`config.mk`:
```
export PLATFORM = sky130hd
export DESIGN_NAME = rptcfg_bank
export DESIGN_NICKNAME = d
export VERILOG_FILES = /design/src/rptcfg_addr_filter.v /design/src/rptcfg_clkout_div.v /design/src/rptcfg_bank.v
export VERILOG_INCLUDE_DIRS = /design/src
export SDC_FILE = /design/constraint.sdc
export NUM_CORES = 1
export LEC_CHECK = 0
export BUFFER_PORTS_ARGS = -buffer_cell sky130_fd_sc_hd__clkbuf_2
export CORE_ASPECT_RATIO = 0.5
export CORE_MARGIN = 3
export CORE_UTILIZATION = 59
export CTS_CLUSTER_DIAMETER = 30
export DETAILED_ROUTE_END_ITERATION = 8
export PLACE_DENSITY = 0.83
export REMOVE_ABC_BUFFERS = 1
export SLEW_MARGIN = 20
export SYNTH_ARGS = -nofsm -noshare
export SYNTH_HDL_FRONTEND = slang
export SYNTH_HIERARCHICAL = 1
export SYNTH_SLANG_ARGS = --single-unit
```
`constraint.sdc`:
```
create_clock -name clock -period 11.4 [get_ports clock]
set_clock_uncertainty 0.15 [all_clocks]
set_input_delay 1.14 -clock clock [delete_from_list [all_inputs] [get_ports clock]]
set_output_delay 1.14 -clock clock [all_outputs]
set_load 0.01 [all_outputs]
```
`src/rptcfg_defines.vh`:
```
// Register offsets, field positions, reset values and codes for the packet and clock settings bank.
`ifndef RPTCFG_DEFINES_VH
`define RPTCFG_DEFINES_VH

`define RPT_ADDR_W 8
`define RPT_DATA_W 8

`define RPT_OFF_SYNC0 8'h19
`define RPT_OFF_TXPAR 8'h1A
`define RPT_OFF_CLKOUT 8'h1B
`define RPT_OFF_PLOAD 8'h1C
`define RPT_OFF_NODE 8'h1D
`define RPT_OFF_LINKFMT 8'h20

`define RPT_RST_SYNC0 8'h00
`define RPT_RST_TXPAR 8'h7C
`define RPT_RST_CLKOUT 8'hBC
`define RPT_RST_PLOAD 8'h00
`define RPT_RST_NODE 8'h00
`define RPT_RST_LINKFMT 8'h00
`define RPT_READ_NONE 8'h00

`define RPT_TX_CUTOFF_HI 7
`define RPT_TX_CUTOFF_LO 4
`define RPT_TX_POWER_HI 3
`define RPT_TX_POWER_LO 1
`define RPT_TX_WR_MASK 8'hFE

`define RPT_CLK_EN_BIT 7
`define RPT_CLK_DIV_HI 6
`define RPT_CLK_DIV_LO 2
`define RPT_CLK_WR_MASK 8'hFC

`define RPT_PL_MANCH_BIT 7
`define RPT_PL_LEN_HI 6
`define RPT_PL_LEN_LO 0

`define RPT_LF_VARLEN_BIT 7
`define RPT_LF_FILT_HI 2
`define RPT_LF_FILT_LO 1
`define RPT_LF_WR_MASK 8'h86

`define RPT_FILT_OFF 2'h0
`define RPT_FILT_NODE 2'h1
`define RPT_FILT_NODE_ZERO 2'h2
`define RPT_FILT_NODE_ZERO_BCAST 2'h3
`define RPT_ADDR_ZERO 8'h00
`define RPT_ADDR_BCAST 8'hFF

`define RPT_DIV_PASS 5'h00
`define RPT_CUTOFF_REF_KHZ 200
`define RPT_CUTOFF_REF_XTAL_KHZ 12800
`define RPT_CUTOFF_STEPS 8

`endif

```
`src/rptcfg_addr_filter.v`:
```
// Received-address acceptance check against the node address and the filter mode.
module rptcfg_addr_filter (
    input wire [1:0] filterMode,
    input wire [7:0] nodeAddr,
    input wire [7:0] rxAddr,
    output reg accept
);
`include "rptcfg_defines.vh"

    always @* begin
        case (filterMode)
            `RPT_FILT_OFF: accept = 1'b1;
            `RPT_FILT_NODE: accept = (rxAddr == nodeAddr);
            `RPT_FILT_NODE_ZERO: begin
                accept = (rxAddr == nodeAddr) || (rxAddr == `RPT_ADDR_ZERO);
            end
            default: begin
                accept = (rxAddr == nodeAddr) || (rxAddr == `RPT_ADDR_ZERO)
                    || (rxAddr == `RPT_ADDR_BCAST);
            end
        endcase
    end

endmodule // rptcfg_addr_filter

```
`src/rptcfg_clkout_div.v`:
```
// Clock output divider: a level that toggles every N cycles, giving the clock rate over 2N.
module rptcfg_clkout_div #(
    parameter DIV_W = 5
) (
    input wire clock,
    input wire rst_n,
    input wire enable,
    input wire [DIV_W-1:0] divCode,
    output wire passThru,
    output reg clkLevel_q,
    output reg clkEdge_q
);
`include "rptcfg_defines.vh"

    reg [DIV_W-1:0] count_q;
    wire halfDone;

    // A zero code cannot be produced as a toggling level from the same clock, so the
    // pad multiplexer outside is told to route the crystal clock straight through.
    assign passThru = enable && (divCode == `RPT_DIV_PASS);
    assign halfDone = (count_q >= divCode - {{(DIV_W-1){1'b0}}, 1'b1});

    always @(posedge clock) begin
        if (!rst_n) begin
            count_q <= {DIV_W{1'b0}};
            clkLevel_q <= 1'b0;
            clkEdge_q <= 1'b0;
        end else if (!enable || passThru) begin
            // Disabled output stays low; the count restarts so a new code takes cleanly.
            count_q <= {DIV_W{1'b0}};
            clkLevel_q <= 1'b0;
            clkEdge_q <= 1'b0;
        end else if (halfDone) begin
            count_q <= {DIV_W{1'b0}};
            clkLevel_q <= ~clkLevel_q;
            clkEdge_q <= ~clkLevel_q;
        end else begin
            count_q <= count_q + {{(DIV_W-1){1'b0}}, 1'b1};
            clkEdge_q <= 1'b0;
        end
    end

endmodule // rptcfg_clkout_div

```
`src/rptcfg_bank.v`:
```
// Packet, transmit and clock output settings register bank with its derived controls.
//
// Chosen here: the address-and-strobe port.

// The header comes first because the parameter defaults below already use its names.
`include "rptcfg_defines.vh"

module rptcfg_bank #(
    parameter XTAL_KHZ = `RPT_CUTOFF_REF_XTAL_KHZ,
    parameter CUTOFF_W = 16
) (
    input wire clock,
    input wire rst_n,
    input wire [7:0] regAddr,
    input wire [7:0] regWrData,
    input wire regWrite,
    input wire regRead,
    output reg [7:0] regRdData_q,
    input wire [7:0] rxAddr,
    input wire rxAddrValid,
    input wire [7:0] rxLength,
    input wire rxLengthValid,
    output wire [7:0] syncWordValue,
    output wire [3:0] txInterpCutoff,
    output reg [CUTOFF_W-1:0] txCutoffKhz_q,
    output wire [2:0] txPowerLevel,
    output wire clkoutEnable,
    output wire [4:0] clkoutDivider,
    output wire clkOutLevel,
    output wire clkOutRise,
    output wire clkOutPassThru,
    output wire manchesterEnable,
    output wire [6:0] payloadLength,
    output wire lengthFormatSelect,
    output reg txLengthFromReg_q,
    output reg [6:0] txLength_q,
    output wire [7:0] nodeLocalAddress,
    output wire [1:0] addressFilterMode,
    output reg rxAddrAccept_q,
    output reg rxAddrReject_q,
    output reg rxLengthAccept_q,
    output reg rxLengthReject_q
);

    ////////////////////////////////////////////////////////////////////////////////////////////
    // Register storage.

    reg [7:0] syncByte0_q;
    reg [7:0] txParams_q;
    reg [7:0] clkOutCtl_q;
    reg [7:0] payloadCfg_q;
    reg [7:0] nodeAddr_q;
    reg [7:0] linkFormat_q;
    reg [7:0] rdData_d;
    wire addrOk;

    ////////////////////////////////////////////////////////////////////////////////////////////
    // Helper functions.

    // Merge write data into a register keeping the bits outside the writable mask as they are.
    function [7:0] maskedWrite;
        input [7:0] oldValue;
        input [7:0] newValue;
        input [7:0] wrMask;
        begin
            maskedWrite = (oldValue & ~wrMask) | (newValue & wrMask);
        end
    endfunction

    // Cutoff in kHz: reference cutoff scaled by crystal ratio and by (code + 1) / 8.
    function [CUTOFF_W-1:0] cutoffKhz;
        input [3:0] code;
        reg [31:0] scaled;
        begin
            scaled = (`RPT_CUTOFF_REF_KHZ * XTAL_KHZ * ({28'h0000000, code} + 32'h00000001))
                / (`RPT_CUTOFF_REF_XTAL_KHZ * `RPT_CUTOFF_STEPS);
            cutoffKhz = scaled[CUTOFF_W-1:0];
        end
    endfunction

    // Receive length check: equality in fixed format, upper bound in variable format.
    function lengthAllowed;
        input varLen;
        input [7:0] rxLen;
        input [6:0] cfgLen;
        begin
            if (varLen) begin
                lengthAllowed = (rxLen <= {1'b0, cfgLen});
            end else begin
                lengthAllowed = (rxLen == {1'b0, cfgLen});
            end
        end
    endfunction

    ////////////////////////////////////////////////////////////////////////////////////////////
    // Register writes.

    always @(posedge clock) begin
        if (!rst_n) begin
            syncByte0_q <= `RPT_RST_SYNC0;
            txParams_q <= `RPT_RST_TXPAR;
            clkOutCtl_q <= `RPT_RST_CLKOUT;
            payloadCfg_q <= `RPT_RST_PLOAD;
            nodeAddr_q <= `RPT_RST_NODE;
            linkFormat_q <= `RPT_RST_LINKFMT;
        end else if (regWrite) begin
            if (regAddr == `RPT_OFF_SYNC0) begin
                syncByte0_q <= regWrData;
            end else if (regAddr == `RPT_OFF_TXPAR) begin
                // The reserved low bit is held at zero even if software breaks the convention.
                txParams_q <= maskedWrite(txParams_q, regWrData, `RPT_TX_WR_MASK);
            end else if (regAddr == `RPT_OFF_CLKOUT) begin
                clkOutCtl_q <= maskedWrite(clkOutCtl_q, regWrData, `RPT_CLK_WR_MASK);
            end else if (regAddr == `RPT_OFF_PLOAD) begin
                payloadCfg_q <= regWrData;
            end else if (regAddr == `RPT_OFF_NODE) begin
                nodeAddr_q <= regWrData;
            end else if (regAddr == `RPT_OFF_LINKFMT) begin
                linkFormat_q <= maskedWrite(linkFormat_q, regWrData, `RPT_LF_WR_MASK);
            end
        end
    end

    ////////////////////////////////////////////////////////////////////////////////////////////
    // Register reads; data stands in the cycle after the strobe only.

    always @* begin
        rdData_d = `RPT_READ_NONE;
        if (regAddr == `RPT_OFF_SYNC0) begin
            rdData_d = syncByte0_q;
        end else if (regAddr == `RPT_OFF_TXPAR) begin
            rdData_d = txParams_q;
        end else if (regAddr == `RPT_OFF_CLKOUT) begin
            rdData_d = clkOutCtl_q;
        end else if (regAddr == `RPT_OFF_PLOAD) begin
            rdData_d = payloadCfg_q;
        end else if (regAddr == `RPT_OFF_NODE) begin
            rdData_d = nodeAddr_q;
        end else if (regAddr == `RPT_OFF_LINKFMT) begin
            rdData_d = linkFormat_q;
        end
    end

    always @(posedge clock) begin
        if (!rst_n) begin
            regRdData_q <= `RPT_READ_NONE;
        end else if (regRead) begin
            regRdData_q <= rdData_d;
        end else begin
            regRdData_q <= `RPT_READ_NONE;
        end
    end

    ////////////////////////////////////////////////////////////////////////////////////////////
    // Field outputs.

    assign syncWordValue = syncByte0_q;
    assign txInterpCutoff = txParams_q[`RPT_TX_CUTOFF_HI:`RPT_TX_CUTOFF_LO];
    assign txPowerLevel = txParams_q[`RPT_TX_POWER_HI:`RPT_TX_POWER_LO];
    assign clkoutEnable = clkOutCtl_q[`RPT_CLK_EN_BIT];
    assign clkoutDivider = clkOutCtl_q[`RPT_CLK_DIV_HI:`RPT_CLK_DIV_LO];
    assign manchesterEnable = payloadCfg_q[`RPT_PL_MANCH_BIT];
    assign payloadLength = payloadCfg_q[`RPT_PL_LEN_HI:`RPT_PL_LEN_LO];
    assign nodeLocalAddress = nodeAddr_q;
    assign lengthFormatSelect = linkFormat_q[`RPT_LF_VARLEN_BIT];
    assign addressFilterMode = linkFormat_q[`RPT_LF_FILT_HI:`RPT_LF_FILT_LO];

    ////////////////////////////////////////////////////////////////////////////////////////////
    // Derived transmit controls.

    always @(posedge clock) begin
        if (!rst_n) begin
            txCutoffKhz_q <= {CUTOFF_W{1'b0}};
            txLengthFromReg_q <= 1'b0;
            txLength_q <= 7'h00;
        end else begin
            txCutoffKhz_q <= cutoffKhz(txInterpCutoff);
            // In variable format the transmit length comes from the payload itself.
            txLengthFromReg_q <= ~lengthFormatSelect;
            if (lengthFormatSelect) begin
                txLength_q <= 7'h00;
            end else begin
                txLength_q <= payloadLength;
            end
        end
    end

    ////////////////////////////////////////////////////////////////////////////////////////////
    // Clock output.

    rptcfg_clkout_div #(
        .DIV_W(5)
    ) uClkDiv (
        .clock(clock),
        .rst_n(rst_n),
        .enable(clkoutEnable),
        .divCode(clkoutDivider),
        .passThru(clkOutPassThru),
        .clkLevel_q(clkOutLevel),
        .clkEdge_q(clkOutRise)
    );

    ////////////////////////////////////////////////////////////////////////////////////////////
    // Receive checks: one verdict pulse in the cycle after each valid strobe.

    rptcfg_addr_filter uAddrFilter (
        .filterMode(addressFilterMode),
        .nodeAddr(nodeAddr_q),
        .rxAddr(rxAddr),
        .accept(addrOk)
    );

    always @(posedge clock) begin
        if (!rst_n) begin
            rxAddrAccept_q <= 1'b0;
            rxAddrReject_q <= 1'b0;
            rxLengthAccept_q <= 1'b0;
            rxLengthReject_q <= 1'b0;
        end else begin
            rxAddrAccept_q <= rxAddrValid && addrOk;
            rxAddrReject_q <= rxAddrValid && !addrOk;
            if (rxLengthValid) begin
                rxLengthAccept_q <= lengthAllowed(lengthFormatSelect, rxLength,
                    payloadLength);
                rxLengthReject_q <= !lengthAllowed(lengthFormatSelect, rxLength,
                    payloadLength);
            end else begin
                rxLengthAccept_q <= 1'b0;
                rxLengthReject_q <= 1'b0;
            end
        end
    end

endmodule // rptcfg_bank

```
; ---- After elaboration in Yosys (flattened, before gate mapping)
; Cells that the tools add are included.
[totals]
ff_bits = 91
input_bits = 38
out_inout_bits = 79
wordCells = 81
[op_classes]
n_addsub = 3
multipliers = 1
n_div = 1
n_lt_le_gt_ge = 2
n_eq_ne = 11
mux = 10
bitwise = 12
reduce_logical = 24
[op_table]
columns = op, n
row1 = 2-to-1 mux 8 bit, 6
row2 = "== test 8 x 5 -> 1 bit, second input constant", 5
row3 = "divider 32 x 17 -> 32 bit, second input constant", 1
row4 = "multiplier 10 x 5 -> 15 bit, first input constant", 1
row5 = NOT 1 bit, 9
row6 = "== test 8 x 6 -> 1 bit, second input constant", 1
row7 = == test 8 x 7 -> 1 bit, 1
row8 = == test 8 bit, 1
row9 = "== test 8 bit, second input constant", 1
row10 = less-or-equal comparator 8 x 7 -> 1 bit, 1
row11 = zero test 8 bit, 1
row12 = OR 1 x 8 -> 8 bit, 1
row13 = OR 2 x 8 -> 8 bit, 1
row14 = OR 7 x 8 -> 8 bit, 1
row15 = AND reduction 7 bit, 1
row16 = AND reduction 2 bit, 3
row17 = AND reduction 6 bit, 1
row18 = OR reduction 3 bit, 2
row19 = "adder 4 x 1 -> 5 bit, second input constant", 1
row20 = "adder 5 x 1 -> 5 bit, second input constant", 1
row21 = >= comparator 5 bit, 1
row22 = zero test 5 bit, 1
row23 = AND reduction 5 bit, 1
row24 = "subtractor 5 x 1 -> 5 bit, second input constant", 1
row25 = other kinds (11), 20

; ---- Logic depth before layout (Yosys ltp)
; Gate-level depths: netlist of the first run.
[logic_depth]
ltp_word = 7
ltp_mapped = 40
mapped_depth_nobuf = 34

; ---- Cells and area by module
; Netlist of the first run, hierarchy kept.
[modules_own_cells]
columns = mod, n_inst, cells_per_inst, area_per_inst_um2, seq_area_each_um2
row1 = rptcfg_bank, 1, 851, 6735.2, 1421.4
row2 = rptcfg_clkout_div, 1, 50, 444.2, 140.1
row3 = rptcfg_addr_filter, 1, 19, 146.4, 0.0

; ---- Worst setup path before layout of the first run
; Ideal clock, no wire load.
[synth_timing]
path_type = register to register
from = register txParams_q[4]
to = register txCutoffKhz_q[0]
setup_time_ns = 0.130
arrival_time_ns = 9.319
required_ns = 11.120
setup_slack_ns = 1.801
stages_incl_launch_ff = 38
path_buffers = 3
period_less_slack_ns = 9.599
path_cell_list = dfxtp_1 -> buf_2 -> nand3_1 -> xnor2_1 -> inv_1 -> fa_1 -> ha_1 -> inv_1 -> fa_1 -> inv_1 -> ha_1 -> buf_4 -> o21ai_0 -> a21oi_2 -> mux2_2 -> and2_1 -> a2111oi_4 -> mux2i_1 -> [... 2 more ...] -> o21ai_2 -> a41o_1 -> nand2_1 -> and4b_4 -> buf_6 -> or4_4 -> nand4_1 -> or3b_1 -> and4_4 -> a211o_1 -> nor3_1 -> nor3_1 -> xnor2_1 -> or4_4 -> a21oi_2 -> a221oi_1 -> nor4_1 -> o22ai_1
[synth_between]
elab_chain_len = 3
[synth_lines]
columns = element, line
row1 = from (decl), rptcfg_bank.v:49  ; reg [7:0] txParams_q;
row2 = from (signal assigned), rptcfg_bank.v:101  ; txParams_q <= `RPT_RST_TXPAR;
row3 = from (signal assigned), rptcfg_bank.v:111  ; txParams_q <= maskedWrite(txParams_q, regWrData, `RPT_TX_WR_MASK);
row4 = adder 4 x 1 -> 5 bit, rptcfg_bank.v:75  ; scaled = (`RPT_CUTOFF_REF_KHZ * XTAL_KHZ * ({28'h0000000, code} + 32'h00000001))
row5 = multiplier 10 x 5 -> 15 bit (no line), n/a
row6 = divider 32 x 17 -> 32 bit, rptcfg_bank.v:75
row7 = to (signal assigned), rptcfg_bank.v:173  ; txCutoffKhz_q <= {CUTOFF_W{1'b0}};
row8 = to (signal assigned), rptcfg_bank.v:177  ; txCutoffKhz_q <= cutoffKhz(txInterpCutoff);
row9 = to (decl), rptcfg_bank.v:25  ; output reg [CUTOFF_W-1:0] txCutoffKhz_q,
; No other way between the ends.
; A chain may end at the register's enable or synchronous reset.

; ---- Worst setup path after layout of the first run
[layout_timing]
from = register txParams_q[5]
to = register txCutoffKhz_q[0]
; Same word-level chain as after synthesis.

==> results.yml, run 1 <==
outcome:
  outcome: "completed"
global_route:
  grt_usage_pct: 31.3
  grt_pass1_vias: 7157
  grt_overflow: 0
  grt_pass1_wl_um: 36000
  grt_max_degree: 41
  antenna_found_initial: 0
timing:
  fin_crit_sh_pct: 94.4
  post-route-min-period_ns: 10.77
  hold_viol: 0
  relSlewSlack_pct: 26.1
  max_freq_mhz: 92.9
  drv_slew: 0
  setup_viol: 0
  tightest_slew_ns: 1.09
  holdWs_ns: 0.329
drt:
  drt-wirelength-per-cell_um: 18.9
  drt_iter0_drc: 889
  drcViolationCount: 0
  ant_nets: 0
  drt-total-wl_um: 22300
  vias: 7668
  dr.pass1.iters: 5
  viasPerCell: 6.50
placed_design:
  io_buffers: 111
  gp_congestion: 0.974
  hpwlAfterDp_um: 16400
  dp_cells: 1164
layout:
  final_layout_size_suffix_gt1_share_pct: 19.8
  num-fill-cells: 983
  area_growth_syn_to_layout_pct: 13.2
  final_cells: 1180
  nets: 1097
  n_antenna_cell: 0
die:
  io_pins: 117
  rows: 28
  die_h_um: 84.8
  start_util_pct: 61.1
  die_w_um: 164
  coreArea_mm2: 0.0120
  dieArea_mm2: 0.0139
logic_synthesis:
  synthFlopType: "dfxtp_1"
  synth.distinct_cells: 106
  syn_area_mm2: 0.00733
  synth_edf_count: 0
  yosys-top-cells-area: "dfxtp_1 (21%), ha_1 (7.7%), mux2i_1 (6.0%)"
  async_reset_ff_share_pct: 0
  yosysTopAreaCellShare_pct: 21.3
  yosys_warnings: 6
  yosysSeqAreaShare_pct: 21.3
  ys_top_cells_by_count: "nor2_1 (96), nand2_1 (81), dfxtp_1 (78)"
  synth_area_leader_cell: "dfxtp_1"
  postSynthAreaPerCell_um2: 7.96
  syn_inst: 920
  ys_ff_latch: 78
  synth_most_common_cell: "nor2_1"
worst_setup_path:
  path_max_fanout: 11
  rrSetupSlack_ns: 0.63
  slowest_delay_ns: 0.89
  crit_path_start_kind: "flip-flop"
  worstPathArrival_ns: 10.80
  cp.required_ns: 11.44
  worst_path_max_delay_cell: "o311ai_1"
  critPathKind: "reg2reg"
  crit_path_end_kind: "flip-flop"
min_path:
  hold_class: "reg2reg"
pwr:
  p_leak_nw: 3.60
  ir_drop_v: 0.0000831
  finalPower_uw: 689
  p_per_area_mw_per_mm2: 83.1
clock_tree:
  cts_max_level: 3
  clock_sinks: 78
  cts_root_buffer: "clkbuf_16"
  clockBufferDepth: 2
  cts_buffers: 9
  clk_pin_slew_ns: 0.06
  clk_latency_ns: 0.33
  cts_tree: "done"
  cts_hold_buf: 0
job:
  drv_cap: 0
critical path, delay by kind of cell (launching register included):
| kind | cells | cell delay, ns |
|---|---|---|
| and+or+nand+nor | 12 | 3.51 |
| buffers and inverters | 2 | 0.09 |
| muxes | 2 | 0.88 |
| adders and majority gates | 5 | 2.11 |
| AOI/OAI and AO/OA | 10 | 3.27 |
| xor gates and xnor gates | 1 | 0.14 |
| DFF | 1 | 0.46 |
through the flow:
| stage | setup TNS [ns] | util (%) | instance area [um^2] | setup slack [ns] |
|---|---|---|---|---|
| 3_5_place_dp | 0 | 66.3 | 7940 | 0.733 |
| 3_3_place_gp | 0 | 66.3 | 7940 | 1.19 |
| 6_report | 0 | 69.2 | 8290 | 0.635 |
| 4_1_cts | 0 | 68.9 | 8260 | 0.527 |
| 2_1_floorplan | 0 | - | 7120 | 1.58 |
| 5_1_grt | -0.0689 | 69.2 | 8290 | -0.0689 |
cell type report:
class / instances / area, um^2 / area share, %
multi-input cells: 766 / 5460 / 65.8
clock inverters: 6 / 86.3 / 1.04
well taps: 165 / 206 / 2.49
flip-flops and latches: 78 / 1560 / 18.8
repair buffers: 119 / 616 / 7.43
inverters: 36 / 135 / 1.63
clock buffers: 10 / 229 / 2.76
power by group:
group,switching (mW),leakage [nW],internal [mW]
Combinational,0.0645,2.82,0.0413
Sequential,0.00248,0.632,0.278
Clock,0.112,0.152,0.191
worst paths after layout:
kind | start | to | depth (start not counted)
setup / recovery | txParams_q[5]$_SDFFE_PN1P_ | txCutoffKhz_q[0]$_SDFF_PN0_ | 32
hold / removal | uClkDiv/count_q[0]$_SDFF_PP0_ | uClkDiv/count_q[0]$_SDFF_PP0_ | 1
hold reg to reg | uClkDiv/count_q[0]$_SDFF_PP0_ | uClkDiv/count_q[0]$_SDFF_PP0_ | 1
setup reg to reg | txParams_q[5]$_SDFFE_PN1P_ | txCutoffKhz_q[0]$_SDFF_PN0_ | 32
registers in the layout, indices dropped and copies added (netlist names), 3 cells and up:
register / cells
linkFormat_q: 3
regRdData_q: 8
txLength_q: 7
payloadCfg_q: 8
txCutoffKhz_q: 11
txParams_q: 7
clkOutCtl_q: 6
nodeLocalAddress: 8
syncWordValue: 8
uClkDiv/count_q: 5
layer usage:
metal / track usage, % / part of all wire [%] / up-vias / wire length (um)
met5: 0 / 0 / - / 0
met4: 11.1 / 3.0 / 0 / 680
met3: 4.78 / 7.9 / 65 / 1750
met2: 52.2 / 46 / 391 / 10200
met1: 41.3 / 44 / 3617 / 9710
li1: - / - / 3595 / -
kinds of logic after synthesis:
| kind of cell | after synthesis | synth area share [%] |
|---|---|---|
| compound gates | 229 | 24.5 |
| xor+xnor | 54 | 6.56 |
| mux | 56 | 7.86 |
| flops | 78 | 21.3 |
| buf+inv | 80 | 4.88 |
| other cells | 1 | 0.0512 |
| simple gates | 373 | 26.0 |
| fa+ha+maj | 49 | 8.78 |
placed cells by master, fill, tap and decap left out, types with 5 or more instances in the layout:
cell type | netlist | layout
inv_1 | 34 | 34
a21oi_1 | 47 | 47
o211ai_1 | 9 | 9
conb_1 | 1 | 5
ha_1 | 45 | 45
o21ai_1 | 6 | 5
mux2i_1 | 44 | 43
a211oi_1 | 9 | 8
buf_4 | 8 | 8
nand2b_1 | 10 | 10
nand2_1 | 81 | 81
nand3_1 | 48 | 48
nor3_1 | 34 | 34
xor2_1 | 14 | 13
a211o_1 | 8 | 8
clkbuf_2 | 0 | 111
clkbuf_16 | 0 | 9
a21o_1 | 5 | 5
mux2_2 | 11 | 11
xnor2_1 | 39 | 39
a31oi_1 | 12 | 12
or3_1 | 8 | 8
a221oi_1 | 7 | 7
dfxtp_1 | 78 | 78
nor2_1 | 96 | 94
nor4_1 | 8 | 8
o21a_1 | 6 | 6
o31ai_1 | 6 | 6
a21oi_2 | 5 | 5
o2111ai_1 | 8 | 8
nand4_1 | 14 | 14
o21ai_0 | 25 | 25
nor2b_1 | 9 | 9
and3_1 | 11 | 11
and2_1 | 13 | 13
o22ai_1 | 5 | 5
repair_timing:
action,CTS,global route
hold endpoints to repair,0,0
gates resized for setup,0,7
endpoints found under the setup margin,0,1
buffers inserted,0,0
Power figures use the tool's default switching activity.
==> inputs of run 2 (changes only) <==
--- a/config.mk
+++ b/config.mk
@@ -6,13 +6,14 @@
 export SDC_FILE = /design/constraint.sdc
 export NUM_CORES = 1
 export LEC_CHECK = 0
+export ABC_AREA = 1
 export BUFFER_PORTS_ARGS = -buffer_cell sky130_fd_sc_hd__clkbuf_2
 export CORE_ASPECT_RATIO = 0.5
 export CORE_MARGIN = 3
-export CORE_UTILIZATION = 59
+export CORE_UTILIZATION = 58
 export CTS_CLUSTER_DIAMETER = 30
 export DETAILED_ROUTE_END_ITERATION = 8
-export PLACE_DENSITY = 0.83
+export PLACE_DENSITY = 0.82
 export REMOVE_ABC_BUFFERS = 1
 export SLEW_MARGIN = 20
 export SYNTH_ARGS = -nofsm -noshare
==> run 2 against run 1 <==
Compared with the run above: die area is 3.7% lower; final area is 4.4% lower; count of clock-buffer cells in the layout stayed put; synthesized area is 5.5% lower; synthesized cell count is 18% higher; flip-flop and latch count stayed put; critical path type unchanged; critical endpoint unchanged; largest cell class unchanged.
==> results.yml, run 2 <==
placed_design:
  placed_area_mm2: 0.00759
  io_buffers: 111
  dp_cells: 1342
  gp_congestion: 0.932
  hpwlAfterDp_um: 15100
die:
  die_h_um: 83.2
  io_pins: 117
  start_util_pct: 61.2
  dieArea_mm2: 0.0134
  rows: 27
  coreArea_mm2: 0.0113
  die_w_um: 160
logic_synthesis:
  synth_edf_count: 0
  ys_top_cells_by_count: "nand2_1 (282), inv_1 (145), nand3_1 (103)"
  synthFlopType: "dfxtp_1"
  yosysSeqAreaShare_pct: 22.6
  syn_area_mm2: 0.00692
  async_reset_ff_share_pct: 0
  synth_area_leader_cell: "dfxtp_1"
  yosysTopAreaCellShare_pct: 22.6
  ys_ff_latch: 78
  yosys-top-cells-area: "dfxtp_1 (23%), nand2_1 (15%), ha_1 (8.3%)"
  postSynthAreaPerCell_um2: 6.38
  synth.distinct_cells: 51
  syn_inst: 1085
  synth_most_common_cell: "nand2_1"
  yosys_warnings: 6
pwr:
  p_per_area_mw_per_mm2: 124
  p_leak_nw: 4.26
  ir_drop_v: 0.0000875
min_path:
  hold_depth: 1
  hold_end: "uClkDiv/count_q[0]$_SDFF_PP0_"
  hold_class: "reg2reg"
  hp-start: "uClkDiv/count_q[0]$_SDFF_PP0_"
layout:
  ff_latch_area_mm2: 0.00156
  largest_register_ffs: 11
  post-route-util_pct: 70.0
  multi_input_area_mm2: 0.00460
  final_layout_size_suffix_gt1_share_pct: 20.2
  area_growth_syn_to_layout_pct: 14.5
  n_antenna_cell: 0
  num-fill-cells: 1012
  final_cells: 1358
  most-common-layout-cells: "nand2_1 (282), inv_1 (145), clkbuf_2 (111), nand3_1 (103), nor2_1 (94)"
  stdcell_area_mm2: 0.00792
  nets: 1282
  layout_commonest_cell: "nand2_1"
  regMostFlops: "txCutoffKhz_q"
drt:
  vias: 7308
  dr.pass1.iters: 6
  drt-wirelength-per-cell_um: 14.3
  viasPerCell: 5.38
  drcViolationCount: 0
  drt-total-wl_um: 19400
  drt_iter0_drc: 580
  ant_nets: 0
clock_tree:
  cts_buffers: 9
  cts_setup_buffers: 0
  clk_pin_slew_ns: 0.07
  cts_tree: "done"
  cts_max_level: 3
  cts_resized: 0
  clk_latency_ns: 0.35
  clockBufferDepth: 2
  cts_root_buffer: "clkbuf_16"
  clock_sinks: 78
  cts_hold_buf: 0
timing:
  tightest_slew_ns: 0.893
  post-route-min-period_ns: 9.28
  drv_slew: 0
  hold_viol: 0
  fin_crit_sh_pct: 81.4
  setup_viol: 0
  setup-tns-final_ns: 0
  rsz0062_at_grt: "no"
  max_freq_mhz: 108
  relSlewSlack_pct: 40.2
outcome:
  outcome: "completed"
worst_setup_path:
  worst_path_max_delay_cell: "dfxtp_1"
  worstPathArrival_ns: 9.34
  path_max_fanout: 15
  rr_startpoint: "txParams_q[4]$_SDFFE_PN1P_"
  cp.required_ns: 11.46
  crit_path_end_kind: "flip-flop"
  crit_path_start_kind: "flip-flop"
  rrSetupSlack_ns: 2.12
  critPathKind: "reg2reg"
  r2r_cells: 68
  slowest_delay_ns: 0.65
  r2r-end: "txCutoffKhz_q[0]$_SDFF_PN0_"
  crit_path_frequent_cell: "nand2_1"
job:
  drv_cap: 0
global_route:
  grt_pass1_wl_um: 32000
  grt_usage_pct: 28.7
  grt_overflow: 0
  grt_pass1_vias: 6838
  antenna_found_initial: 0
  grt_max_degree: 42
## run 2: layer usage
layer | vias up | global-route usage (%) | part of all wire, %
met1 | 3329 | 37.7 | 46
li1 | 3668 | - | -
met2 | 286 | 49.6 | 45
met4 | 0 | 5.12 | 1.3
met3 | 25 | 5.58 | 7.7
met5 | - | 0 | 0
## run 2: logic make-up after synthesis
logic type	synth area share, %
adder cells (fa/ha/maj)	9.47
AO/OA/AOI/OAI	11.8
XOR/XNOR	5.15
other	0.0542
flip-flops	22.6
buffers and inverters	11.2
AND/OR/NAND/NOR	39.8
## run 2: worst max path at each step
stage,from,endpoint,slack [ns]
floorplan,txParams_q[4]$_SDFFE_PN1P_,txCutoffKhz_q[0]$_SDFF_PN0_,3.27
global placement,txParams_q[4]$_SDFFE_PN1P_,txCutoffKhz_q[0]$_SDFF_PN0_,2.62
detailed placement,txParams_q[4]$_SDFFE_PN1P_,txCutoffKhz_q[0]$_SDFF_PN0_,2.26
CTS,txParams_q[4]$_SDFFE_PN1P_,txCutoffKhz_q[0]$_SDFF_PN0_,2.24
global route,txParams_q[4]$_SDFFE_PN1P_,txCutoffKhz_q[0]$_SDFF_PN0_,1.20
finish,txParams_q[4]$_SDFFE_PN1P_,txCutoffKhz_q[0]$_SDFF_PN0_,2.12
## run 2: cell type report
cell class / count / share of cell area [%]
clock inverters: 6 / 1.17
inverters: 174 / 8.27
flip-flops and latches: 78 / 19.7
well taps: 159 / 2.51
repair buffers: 114 / 7.30
clock buffers: 10 / 3.02
multi-input cells: 817 / 58.0
## run 2: worst max-delay path: cells and delay by family (launching register included)
kind,cells,cell delay [ns]
XOR/XNOR,2,0.49
flip-flops,1,0.65
adder cells (fa/ha/maj),5,1.91
buffers and inverters,7,0.49
AND/OR/NAND/NOR,52,5.19
AO/OA/AOI/OAI,2,0.24
## run 2: power by group
group,internal [mW],switching [mW]
clock network,0.200,0.134
registers,0.281,0.00360
logic,0.122,0.245
## run 2: metrics by stage
| stage | hold WS, ns | setup WS, ns | power (mW) |
|---|---|---|---|
| global placement | 0.295 | 2.62 | 0.646 |
| finish | 0.330 | 2.12 | 0.986 |
| CTS | 0.333 | 2.24 | 0.980 |
| detailed placement | 0.318 | 2.26 | 0.651 |
| floorplan | 0.280 | 3.27 | 0.578 |
| global route | 0.360 | 1.20 | 1.05 |
==> inputs of run 3 (changes only) <==
==> constraint.sdc (replaced) <==
create_clock -name clock -period 9 [get_ports clock]
set_clock_uncertainty 0.15 [all_clocks]
set_input_delay 0.9 -clock clock [delete_from_list [all_inputs] [get_ports clock]]
set_output_delay 0.9 -clock clock [all_outputs]
set_load 0.01 [all_outputs]
==> run 3 against run 2 <==
Compared with the run above: core utilization grew 2.8 points; register-to-register slack lost 1.5 ns; first-iteration DRC count grew 26%; sequential share of layout area shrank 0.63 points; largest cell class unchanged; critical path type unchanged; non-clock buffer count grew 15; count of clock-buffer cells in the layout is the same; clock power grew 24%; worst hold slack gained 0.0072 ns; sequential power grew 26%; wire length grew 2.6%; global-route usage shrank 0.44 points.
==> results.yml, run 3 (synthesized netlist as in run 2, its figures left out) <==
outcome:
  outcome: "completed"
layout:
  largest_register_ffs: 11
  most-common-layout-cells: "nand2_1 (271), inv_1 (144), clkbuf_2 (111), nand3_1 (99), nor2_1 (90)"
  regMostFlops: "txCutoffKhz_q"
  stdcell_area_mm2: 0.00824
  final_cells: 1374
  post-route-util_pct: 72.8
  area_growth_syn_to_layout_pct: 19.0
  nets: 1298
  layout_commonest_cell: "nand2_1"
  n_antenna_cell: 0
  final_layout_size_suffix_gt1_share_pct: 23.6
clock_tree:
  clk_latency_ns: 0.35
  cts_max_level: 3
  clockBufferDepth: 2
  clock_sinks: 78
  cts_tree: "done"
  cts_root_buffer: "clkbuf_16"
  cts_hold_buf: 0
  cts_buffers: 9
  clk_pin_slew_ns: 0.08
timing:
  fin_crit_sh_pct: 93.5
  post-route-min-period_ns: 8.41
  holdWs_ns: 0.337
  setup_viol: 0
  max_freq_mhz: 119
  hold_viol: 0
  tightest_slew_ns: 0.915
  relSlewSlack_pct: 38.8
  drv_slew: 0
  setup-tns-final_ns: 0
global_route:
  grt_pass1_wl_um: 31600
  grt_usage_pct: 28.3
  grt_max_degree: 42
  grt_pass1_vias: 6800
  grt_overflow: 0
  antenna_found_initial: 0
drt:
  drcViolationCount: 0
  drt_iter0_drc: 732
  ant_nets: 0
  vias: 7410
  dr.pass1.iters: 7
  viasPerCell: 5.39
  drt-total-wl_um: 19900
  drt-wirelength-per-cell_um: 14.5
worst_setup_path:
  rrSetupSlack_ns: 0.59
  crit_path_start_kind: "flip-flop"
  worst_path_max_delay_cell: "fa_1"
  path_max_fanout: 15
  crit_path_frequent_cell: "nand2_1"
  crit_path_end_kind: "flip-flop"
  slowest_delay_ns: 0.52
  cp.required_ns: 9.06
  worstPathArrival_ns: 8.47
  critPathKind: "reg2reg"
placed_design:
  gp_congestion: 0.915
  placed_area_mm2: 0.00760
  hpwlAfterDp_um: 15000
  io_buffers: 111
  dp_cells: 1343
pwr:
  p_per_area_mw_per_mm2: 153
  ir_drop_v: 0.000115
  p_leak_nw: 4.36
die:
  die_h_um: 83.2
  start_util_pct: 61.2
  rows: 27
  coreArea_mm2: 0.0113
  dieArea_mm2: 0.0134
  io_pins: 117
  die_w_um: 160
job:
  drv_cap: 0
min_path:
  hold_class: "reg2reg"
[run 3: cell count changes in the layout (fill, tap and decap cells not counted), sizes merged]
cell	change
buf	+15
nand2	+1
inv	-2
clkinv	+2
[run 3: worst paths after layout]
kind                                        end                          start  cells past startpoint
setup / recovery    txCutoffKhz_q[0]$_SDFF_PN0_     txParams_q[5]$_SDFFE_PN1P_                     67
hold reg to reg   uClkDiv/count_q[0]$_SDFF_PP0_  uClkDiv/count_q[0]$_SDFF_PP0_                      1
setup reg to reg    txCutoffKhz_q[0]$_SDFF_PN0_     txParams_q[5]$_SDFFE_PN1P_                     67
hold / removal    uClkDiv/count_q[0]$_SDFF_PP0_  uClkDiv/count_q[0]$_SDFF_PP0_                      1
[run 3: repair_timing]
item	in CTS	in global routing
hold endpoints to repair	0	0
buffers inserted	0	14
endpoints found under the setup margin	0	2
resized for setup	0	47
[run 3: layout make-up]
cell class | instances | area (um^2)
well taps | 159 | 199
flip-flops and latches | 78 | 1570
clock inverters | 6 | 93.8
inverters | 174 | 662
multi-input cells | 818 | 4760
fillers | 924 | 3080
clock buffers | 10 | 229
repair buffers | 129 | 723
[run 3: worst max-delay path, delay by kind of cell (launching register included)]
kind | cells | cell delay (ns)
AOI/OAI and AO/OA | 2 | 0.21
buffers and inverters | 7 | 0.57
adders and majority gates | 5 | 1.60
and+or+nand+nor | 52 | 5.13
DFF | 1 | 0.38
xor gates and xnor gates | 1 | 0.19
[run 3: power by group]
group          switching [mW]  internal [mW]
sequential            0.00415          0.355
combinational           0.323          0.163
clock                   0.167          0.246
[run 3: stage by stage]
stage | power (mW) | setup slack (ns)
after detailed placement | 0.823 | 0.116
after CTS | 1.23 | 0.0898
final | 1.26 | 0.588
after floorplan | 0.732 | 0.869
after global placement | 0.816 | 0.419
after global routing | 1.33 | -0.113
[run 3: routing by layer]
layer,vias up,GRT usage [%],share of wire (%),wire length (um)
li1,3703,-,-,-
met5,-,0,0,0
met2,327,48.2,46,9210
met1,3342,36.8,43,8630
met4,0,6.77,1.4,285
met3,38,5.58,9.1,1810
